File: src/hw/occ_defines.vh
// Purpose: constants for the oscillator control block
// Assumes: Avalon-MM word addressing on a byte address bus
// Notes:   offsets are byte addresses
`ifndef OCC_DEFINES_VH
`define OCC_DEFINES_VH

// register byte addresses
`define OCC_ADDR_CTRL      8'h00
`define OCC_ADDR_CTRL_CLR  8'h04
`define OCC_ADDR_CTRL_SET  8'h08
`define OCC_ADDR_CTRL_INV  8'h0c
`define OCC_ADDR_UNLOCK    8'h10
`define OCC_ADDR_IRQ_STAT  8'h14
`define OCC_ADDR_IRQ_MASK  8'h18

// field positions of oscillator_control
`define OCC_DIV_HI    26
`define OCC_DIV_LO    24
`define OCC_CUR_HI    14
`define OCC_CUR_LO    12
`define OCC_NXT_HI    10
`define OCC_NXT_LO    8
`define OCC_LOCK_BIT  7
`define OCC_SLP_BIT   4
`define OCC_CF_BIT    3
`define OCC_SECONDARY_OSCILLATOR_BIT  1
`define OCC_SW_BIT    0

// writable bits mask (cur source and fail flag excluded)
`define OCC_WR_MASK   32'h0700_0793
`define OCC_CF_MASK   32'h0000_0008

// unlock keys
`define OCC_KEY1      32'haa99_6655
`define OCC_KEY2      32'h5566_99aa

// source codes
`define OCC_SRC_FRC   3'h0
`define OCC_SRC_PLL   3'h1
`define OCC_SRC_PRIMARY_OSCILLATOR  3'h2
`define OCC_SRC_RSV   3'h3
`define OCC_SRC_SECONDARY_OSCILLATOR  3'h4
`define OCC_SRC_LOW_POWER_RC_OSCILLATOR  3'h5

// switch settle: new-source cycles before the switch
`define OCC_SETTLE_CYC 8'd10

`endif

File: src/hw/occ_top.v
// Purpose: oscillator control register with clock switch sequencing
// Assumes: Avalon-MM slave, word aligned byte addresses, one clock
// Notes:   switch completes after settle ticks of the new source
// Notes on behaviour
// - post divider code 0..7 divides fast rc by 1,2,4..64,256; reset 1
// - read-only current source field at 14:12 reports the active source
// - writable next source field at 10:8 selects requested source
// - codes 6 and 7 act as divided fast rc
// - next source resets to configured initial source
// - switch request resets to the two-speed start configuration bit
// - control register writes ignored unless unlock sequence done first
// - aliases at +4, +8, +c clear, set, invert written ones
// - unimplemented bits read zero
// - config-derived fields load from config bits; fail flag resets zero
// - fail flag reads one once the monitor sees a failure
// - writing switch request starts switch; reads zero when done
// - selection lock freezes source selection
// - completed switch clears request and copies next to current
//
// The register addresses and the Avalon-MM interface to the registers are this design's own decisions.
`timescale 1ns/100ps
`include "occ_defines.vh"
module occ_top (
   // clock and reset
   input  wire        i_clock,
   input  wire        i_sys_rst,
   // avalon-mm slave
   input  wire [7:0]  i_address,
   input  wire        i_read,
   input  wire        i_write,
   input  wire [31:0] i_writedata,
   input  wire [3:0]  i_byteenable,
   output reg  [31:0] o_readdata,
   output reg         o_waitrequest,
   // configuration word bits
   input  wire [2:0]  i_cfg_initial_source,
   input  wire        i_cfg_two_speed_start,
   // oscillator side (pins, synchronised here)
   input  wire        i_fail_detect,
   input  wire [5:0]  i_src_tick,
   input  wire        i_frc_tick,
   // outputs
   output reg  [2:0]  o_active_source,
   output reg         o_sysclk_tick,
   output reg         o_sleep_on_wait,
   output reg         o_secondary_osc_enable,
   output reg         o_irq
);
   // one-hot states of the switch sequencer and the unlock tracker
   localparam ST_IDLE   = 3'b001;
   localparam ST_SETTLE = 3'b010;
   localparam ST_DONE   = 3'b100;
   localparam UL_NONE   = 3'b001;
   localparam UL_HALF   = 3'b010;
   localparam UL_OPEN   = 3'b100;

   reg  [2:0]  div_q;
   reg  [2:0]  cur_q;
   reg  [2:0]  nxt_q;
   reg         lock_q;
   reg         slp_q;
   reg         cf_q;
   reg         secondary_oscillator_q;
   reg         sw_q;
   reg  [2:0]  st_q;
   reg  [2:0]  ul_q;
   reg  [7:0]  settle_q;
   reg  [1:0]  stat_q;
   reg  [1:0]  mask_q;
   reg         rst_seen_q;
   reg         fail_m_q;
   reg         fail_s_q;
   reg  [5:0]  tick_m_q;
   reg  [5:0]  tick_s_q;
   reg         frc_m_q;
   reg         frc_s_q;
   reg  [31:0] cur_word;
   reg  [31:0] new_word;
   reg  [31:0] be_mask;
   reg  [31:0] wmask;
   wire        div_tick;
   wire        access;
   wire        ctrl_hit;
   wire        wr_ok;
   wire        sel_tick;
   wire        nxt_tick;
   wire        sw_done;

   // map a source code to its tick lane; reserved codes use divided rc
   function [2:0] lane;
      input [2:0] code;
      begin
         case (code)
            `OCC_SRC_PLL:  lane = 3'd1;
            `OCC_SRC_PRIMARY_OSCILLATOR: lane = 3'd2;
            `OCC_SRC_SECONDARY_OSCILLATOR: lane = 3'd4;
            `OCC_SRC_LOW_POWER_RC_OSCILLATOR: lane = 3'd5;
            default:       lane = 3'd0;
         endcase
      end
   endfunction

   // two flip-flop synchronisers for oscillator-side inputs
   always @(posedge i_clock) begin
      if (i_sys_rst) begin
         fail_m_q <= 1'b0;
         fail_s_q <= 1'b0;
         tick_m_q <= 6'h00;
         tick_s_q <= 6'h00;
         frc_m_q  <= 1'b0;
         frc_s_q  <= 1'b0;
      end else begin
         fail_m_q <= i_fail_detect;
         fail_s_q <= fail_m_q;
         tick_m_q <= i_src_tick;
         tick_s_q <= tick_m_q;
         frc_m_q  <= i_frc_tick;
         frc_s_q  <= frc_m_q;
      end
   end

   // fast rc post divider feeds lane 0
   occ_frc_div u_div (
      .i_clock    (i_clock),
      .i_sys_rst  (i_sys_rst),
      .i_frc_tick (frc_s_q),
      .i_div_code (div_q),
      .o_div_tick (div_tick)
   );

   // tick of the running source and of the requested one
   assign sel_tick = (lane(cur_q) == 3'd0) ? div_tick
                                          : tick_s_q[lane(cur_q)];
   assign nxt_tick = (lane(nxt_q) == 3'd0) ? div_tick
                                          : tick_s_q[lane(nxt_q)];

   // bus decode; one wait cycle then answer
   assign access   = (i_read | i_write) & o_waitrequest;
   assign ctrl_hit = (i_address[7:4] == 4'h0) & (i_address[1:0] == 2'b00);
   assign wr_ok    = i_write & access & ctrl_hit & (ul_q == UL_OPEN);

   // current register image, unimplemented bits zero
   always @* begin
      cur_word = 32'h0000_0000;
      cur_word[`OCC_DIV_HI:`OCC_DIV_LO] = div_q;
      cur_word[`OCC_CUR_HI:`OCC_CUR_LO] = cur_q;
      cur_word[`OCC_NXT_HI:`OCC_NXT_LO] = nxt_q;
      cur_word[`OCC_LOCK_BIT] = lock_q;
      cur_word[`OCC_SLP_BIT]  = slp_q;
      cur_word[`OCC_CF_BIT]   = cf_q;
      cur_word[`OCC_SECONDARY_OSCILLATOR_BIT] = secondary_oscillator_q;
      cur_word[`OCC_SW_BIT]   = sw_q;
   end

   // write data after alias operation and byte enables
   always @* begin
      be_mask = {{8{i_byteenable[3]}}, {8{i_byteenable[2]}},
                 {8{i_byteenable[1]}}, {8{i_byteenable[0]}}};
      wmask   = `OCC_WR_MASK & be_mask;
      if (lock_q)
         wmask[`OCC_NXT_HI:`OCC_NXT_LO] = 3'h0;
      case (i_address[3:2])
         2'b01:   new_word = cur_word & ~(i_writedata & wmask);
         2'b10:   new_word = cur_word | (i_writedata & wmask);
         2'b11:   new_word = cur_word ^ (i_writedata & wmask);
         default: new_word = (cur_word & ~wmask) | (i_writedata & wmask);
      endcase
   end

   // one-cycle pulse as the new source takes over
   assign sw_done = (st_q == ST_DONE);

   // control register, switch sequencer and unlock tracker
   always @(posedge i_clock) begin
      if (i_sys_rst) begin
         div_q      <= 3'h0;
         cur_q      <= 3'h0;
         nxt_q      <= 3'h0;
         lock_q     <= 1'b0;
         slp_q      <= 1'b0;
         cf_q       <= 1'b0;
         secondary_oscillator_q     <= 1'b0;
         sw_q       <= 1'b0;
         st_q       <= ST_IDLE;
         ul_q       <= UL_NONE;
         settle_q   <= 8'h00;
         rst_seen_q <= 1'b1;
      end else begin
         // configuration bits caught just after reset release
         if (rst_seen_q) begin
            rst_seen_q <= 1'b0;
            nxt_q      <= i_cfg_initial_source;
            cur_q      <= i_cfg_initial_source;
            sw_q       <= i_cfg_two_speed_start;
         end else begin
            if (wr_ok) begin
               div_q  <= new_word[`OCC_DIV_HI:`OCC_DIV_LO];
               nxt_q  <= new_word[`OCC_NXT_HI:`OCC_NXT_LO];
               lock_q <= new_word[`OCC_LOCK_BIT];
               slp_q  <= new_word[`OCC_SLP_BIT];
               secondary_oscillator_q <= new_word[`OCC_SECONDARY_OSCILLATOR_BIT];
               sw_q   <= new_word[`OCC_SW_BIT];
            end
            // switch sequence
            case (st_q)
               ST_IDLE: begin
                  if (sw_q & ~wr_ok) begin
                     if (nxt_q == cur_q) begin
                        sw_q <= 1'b0;  // redundant switch aborted
                     end else begin
                        cf_q     <= 1'b0;
                        settle_q <= 8'h00;
                        st_q     <= ST_SETTLE;
                     end
                  end
               end
               ST_SETTLE: begin
                  if (nxt_tick) begin
                     if (settle_q == `OCC_SETTLE_CYC - 8'd1)
                        st_q <= ST_DONE;
                     else
                        settle_q <= settle_q + 8'd1;
                  end
               end
               ST_DONE: begin
                  cur_q <= nxt_q;
                  sw_q  <= 1'b0;
                  st_q  <= ST_IDLE;
               end
               default: st_q <= ST_IDLE;
            endcase
            // fail flag set wins over clears
            if (fail_s_q)
               cf_q <= 1'b1;
         end
         // unlock: key1 then key2 opens one write; any other unlock-address write or a control write shuts
         if (i_write & access & (i_address == `OCC_ADDR_UNLOCK)) begin
            if (i_writedata == `OCC_KEY1)
               ul_q <= UL_HALF;
            else if ((i_writedata == `OCC_KEY2) & (ul_q == UL_HALF))
               ul_q <= UL_OPEN;
            else
               ul_q <= UL_NONE;
         end else if (wr_ok) begin
            ul_q <= UL_NONE;
         end
      end
   end

   // interrupt status: bit0 switch done, bit1 clock fail; w1c, set wins
   always @(posedge i_clock) begin
      if (i_sys_rst) begin
         stat_q <= 2'b00;
         mask_q <= 2'b00;
      end else begin
         if (i_write & access & (i_address == `OCC_ADDR_IRQ_MASK))
            mask_q <= i_writedata[1:0];
         stat_q <= (stat_q & ~((i_write & access &
                    (i_address == `OCC_ADDR_IRQ_STAT)) ?
                    i_writedata[1:0] : 2'b00))
                   | {fail_s_q, sw_done};
      end
   end

   // avalon answer one cycle after the request; unmapped reads zero
   always @(posedge i_clock) begin
      if (i_sys_rst) begin
         o_waitrequest <= 1'b1;
         o_readdata    <= 32'h0000_0000;
      end else begin
         o_waitrequest <= ~((i_read | i_write) & o_waitrequest);
         if (i_read & access) begin
            if (ctrl_hit)
               o_readdata <= cur_word;
            else if (i_address == `OCC_ADDR_IRQ_STAT)
               o_readdata <= {30'h0, stat_q};
            else if (i_address == `OCC_ADDR_IRQ_MASK)
               o_readdata <= {30'h0, mask_q};
            else if (i_address == `OCC_ADDR_UNLOCK)
               o_readdata <= {29'h0, ul_q};
            else
               o_readdata <= 32'h0000_0000;
         end
      end
   end

   // registered outputs
   always @(posedge i_clock) begin
      if (i_sys_rst) begin
         o_active_source        <= 3'h0;
         o_sysclk_tick          <= 1'b0;
         o_sleep_on_wait        <= 1'b0;
         o_secondary_osc_enable <= 1'b0;
         o_irq                  <= 1'b0;
      end else begin
         o_active_source        <= cur_q;
         o_sysclk_tick          <= sel_tick;
         o_sleep_on_wait        <= slp_q;
         o_secondary_osc_enable <= secondary_oscillator_q;
         o_irq                  <= |(stat_q & mask_q);
      end
   end
endmodule

File: src/hw/occ_frc_div.v
// Purpose: fast rc post divider, produces a one-cycle enable pulse
// Assumes: i_frc_tick is a same-domain enable for the fast rc rate
// Notes:   code 7 divides by 256, not 128
`timescale 1ns/100ps
module occ_frc_div (
   // clock and reset
   input  wire       i_clock,
   input  wire       i_sys_rst,
   // control
   input  wire       i_frc_tick,
   input  wire [2:0] i_div_code,
   // output
   output reg        o_div_tick
);
   reg  [7:0] cnt_q;
   reg  [7:0] last;

   // terminal count for each divide code
   always @* begin
      case (i_div_code)
         3'h0:    last = 8'h00;
         3'h1:    last = 8'h01;
         3'h2:    last = 8'h03;
         3'h3:    last = 8'h07;
         3'h4:    last = 8'h0f;
         3'h5:    last = 8'h1f;
         3'h6:    last = 8'h3f;
         default: last = 8'hff;
      endcase
   end

   // counter, restarts when the code shrinks below it
   always @(posedge i_clock) begin
      if (i_sys_rst) begin
         cnt_q      <= 8'h00;
         o_div_tick <= 1'b0;
      end else begin
         o_div_tick <= 1'b0;
         if (i_frc_tick) begin
            if (cnt_q >= last) begin
               cnt_q      <= 8'h00;
               o_div_tick <= 1'b1;
            end else begin
               cnt_q <= cnt_q + 8'h01;
            end
         end
      end
   end
endmodule

File: config.mk
export PLATFORM = sky130hd
export DESIGN_NAME = occ_top
export DESIGN_NICKNAME = d
export VERILOG_FILES = /design/src/hw/occ_top.v /design/src/hw/occ_frc_div.v
export VERILOG_INCLUDE_DIRS = /design/src /design/src/hw
export SDC_FILE = /design/constraint.sdc
export NUM_CORES = 1
export LEC_CHECK = 0
export BUFFER_PORTS_ARGS = -buffer_cell sky130_fd_sc_hd__buf_4
export CAP_MARGIN = 25
export CORE_AREA = 2 2 98 100
export CTS_CLUSTER_DIAMETER = 80
export CTS_CLUSTER_SIZE = 20
export DETAILED_ROUTE_END_ITERATION = 16
export DIE_AREA = 0 0 100 102
export PLACE_DENSITY = 0.73
export RECOVER_POWER = 50
export SKIP_LAST_GASP = 1
export SYNTH_ARGS = -nofsm -noshare
export SYNTH_HDL_FRONTEND = slang
export SYNTH_SLANG_ARGS = --single-unit
File: constraint.sdc
create_clock -name i_clock -period 2.55 [get_ports i_clock]
set_input_delay 0.51 -clock i_clock [delete_from_list [all_inputs] [get_ports i_clock]]
set_output_delay 0.51 -clock i_clock [all_outputs]
set_load 0.02 [all_outputs]
==> flow_metrics.env <==
export IMPL_min_path_type="primary input to flop"
export IMPL_path_max_fanout=10
export IMPL_fp_dieW_um=100
export IMPL_num_antenna_cells=0
export IMPL_coreArea_um2=9109
export IMPL_final_core_util=0.5723
export IMPL_drt_total_wl_um=10680
export IMPL_grt_pass1_vias=3683
export IMPL_h_tree_depth=3
export IMPL_cts_hold_buf=0
export IMPL_whs_ns=0.3658
export IMPL_rr_endpoint="u_div.cnt_q[0]$_SDFFE_PP0P_"
export IMPL_antenna_found_initial=0
export IMPL_placed_cells=682
export IMPL_initial_utilization=0.4880
export IMPL_fin_crit_sh=0.8773
export IMPL_async_flop_share=0
export IMPL_r2r_setup_slack_ns=0.31
export IMPL_power_density_nw_per_um2=519.3
export IMPL_end_kind="flop"
export IMPL_synth_edf_count=0
export IMPL_ys_types=63
export IMPL_min_delay_path_depth=2
export IMPL_pin_count=100
export IMPL_rows=35
export IMPL_die_area_um2=10200
export IMPL_outcome="finished, final reports clean"
export IMPL_layout_cells_non_filler=698
export IMPL_synth_warnings=0
export IMPL_cts_tree="built"
export IMPL_tns_ns=0
export IMPL_cts_resized=0
export IMPL_path_clk_slew_ns=0.08
export IMPL_ys_seq_area_frac=0.3467
export IMPL_ir_worst_vdd_v=0.0003207
export IMPL_cp_start_kind="flop"
export IMPL_critPathKind="flop to flop"
export IMPL_final_common_cell="dfxtp_1"
export IMPL_fmax_mhz=447.0
export IMPL_finClkSkew_ns=0.01032
export IMPL_synth_top_flop_cell="dfxtp_1"
export IMPL_antenna_left=0
export IMPL_finalHoldViolCount=0
export IMPL_maxCapViolations=0
export IMPL_grtUsageTotal=0.2163
export IMPL_grt_setup_unrepaired="no"
export IMPL_relSlewSlack=0.3242
export IMPL_syn_avg_cell_area_um2=8.734
export IMPL_p_leak_nw=2.104
export IMPL_grt_max_degree=47
export IMPL_required_ns=2.84
export IMPL_worst_pin_slew_ns=1.014
export IMPL_die_height_um=102
export IMPL_numPortBuffers=79
export IMPL_avgRoutedWirePerCell_um=15.30
export IMPL_via_count=3862
export IMPL_nFillCells=859
export IMPL_netlist_area_um2=4446
export IMPL_cts_buffers=9
export IMPL_setup_viol=0
export IMPL_drive_gt1_frac=0.1721
export IMPL_mostFrequentLayoutCells="77 x dfxtp_1, 64 x buf_4, 45 x nand2_1, 39 x nor2_1, 34 x a21oi_1"
export IMPL_min_period_ns=2.237
export IMPL_drt_iter0_markers=172
export IMPL_r2r_cells=10
export IMPL_drt_pass1_iter_count=4
export IMPL_area_growth_pct=17.25
export IMPL_grt_overflow=0
export IMPL_ctsLongestPathBuffers=2
export IMPL_grt_pass1_wl_um=17640
export IMPL_place_congestion=0.8145
export IMPL_hp_start="i_src_tick[5]"
export IMPL_worstHoldEndpoint="tick_m_q[5]$_SDFF_PP0_"
export IMPL_dp_hpwl_um=7671
export IMPL_drc_errors=0
export IMPL_clockRootBuffer="clkbuf_8"
export IMPL_cts_setup_buffers=0
export IMPL_ys_seq_elements=77
export IMPL_vias_per_cell=5.533
export IMPL_arrival_ns=2.53
export IMPL_synthCells=509
export IMPL_slew_violations=0
export IMPL_nNetsFinal=673
export IMPL_clk_latency_ns=0.35
export IMPL_cts_sinks=77
[cells in the mapped netlist (all sizes together) (2+ instances only)]
| library cell | number | area (um2) |
|---|---|---|
| a211o | 4 | 35.03 |
| a211oi | 7 | 52.55 |
| a21o | 3 | 22.52 |
| a21oi | 35 | 186.4 |
| a221oi | 6 | 52.55 |
| a22oi | 2 | 15.01 |
| a2bb2oi | 2 | 17.52 |
| a311oi | 4 | 41.29 |
| a31oi | 4 | 40.04 |
| and2 | 11 | 68.81 |
| and3 | 6 | 37.54 |
| and4b | 4 | 40.04 |
| buf | 25 | 170.2 |
| clkbuf | 19 | 71.32 |
| dfxtp | 77 | 1541 |
| ha | 31 | 387.9 |
| inv | 19 | 71.31 |
| mux2 | 6 | 67.56 |
| mux2i | 20 | 200.2 |
| nand2 | 45 | 168.9 |
| nand2b | 7 | 43.79 |
| nand3 | 21 | 105.1 |
| nand3b | 2 | 15.01 |
| nand4 | 10 | 62.56 |
| nor2 | 41 | 158.9 |
| nor2b | 18 | 112.6 |
| nor3 | 21 | 110.1 |
| nor3b | 3 | 27.52 |
| nor4 | 3 | 18.77 |
| nor4b | 6 | 88.84 |
| nor4bb | 7 | 70.07 |
| o211ai | 4 | 30.03 |
| o21ai | 8 | 43.79 |
| xnor2 | 11 | 96.34 |
| xor2 | 4 | 35.03 |
[critical path, cell delays in order (launching register included)]
cell and delay, ns:
dfxtp_1 0.41, nor2_1 0.23, nand2_1 0.10, ha_1 0.29, nand2b_1 0.15, a21o_1 0.17
a21oi_1 0.12, o21ai_0 0.14, a221oi_1 0.26, buf_4 0.20, and2_1 0.12
[worst max path at each step]
stage / start / to
4_1_cts: flop / u_div.cnt_q[0]$_SDFFE_PP0P_
3_3_place_gp: i_address[1] / settle_q[1]$_SDFFE_PP0P_
3_5_place_dp: i_address[1] / settle_q[1]$_SDFFE_PP0P_
2_1_floorplan: flop / u_div.cnt_q[0]$_SDFFE_PP0P_
5_1_grt: flop / u_div.cnt_q[1]$_SDFFE_PP0P_
6_report: flop / u_div.cnt_q[0]$_SDFFE_PP0P_
[final cells by class]
| type | instances | area [um2] | area share |
|---|---|---|---|
| Sequential cell | 77 | 1541 | 0.2957 |
| Inverter | 19 | 71.32 | 0.01368 |
| Timing Repair Buffer | 90 | 583.1 | 0.1119 |
| Tap cell | 111 | 138.9 | 0.02664 |
| Clock inverter | 3 | 67.56 | 0.01296 |
| Multi-Input combinational cell | 385 | 2651 | 0.5086 |
| Clock buffer | 13 | 158.9 | 0.03048 |
[power by group]
| group | switching, mW | internal (mW) | leakage, nW | total [mW] |
|---|---|---|---|---|
| sequential | 0.0331 | 1.23 | 0.627 | 1.27 |
| clock | 0.448 | 0.606 | 0.110 | 1.05 |
| combinational | 0.220 | 0.165 | 1.37 | 0.385 |
[cells by family (layout without fill, tap and decap cells)]
logic type,after synthesis,after routing,synth area share
mux,27,27,0.06530
buf+inv,63,125,0.07036
simple gates,210,210,0.2643
xor+xnor,15,15,0.02955
flops,77,77,0.3467
other cells,1,17,0.0008435
fa+ha+maj,31,31,0.08725
compound gates,85,85,0.1357
[through the flow]
stage / setup slack, ns / area (um2) / total power [mW]
floorplan: 0.3977 / 4506 / 1.557
global placement: 0.3754 / 5079 / 1.673
detailed placement: 0.2811 / 5079 / 1.683
CTS: 0.3403 / 5305 / 2.730
global route: 0.1258 / 5213 / 2.824
finish: 0.3129 / 5213 / 2.707
[metal layers]
| layer | GRT usage | up-vias | share of wire |
|---|---|---|---|
| li1 | - | 1911 | - |
| met1 | 0.2811 | 1803 | 0.45 |
| met2 | 0.3602 | 135 | 0.46 |
| met3 | 0.04720 | 13 | 0.069 |
| met4 | 0.07060 | 0 | 0.018 |
| met5 | 0 | - | 0 |
Note: power is estimated with default switching activity, not from simulation.
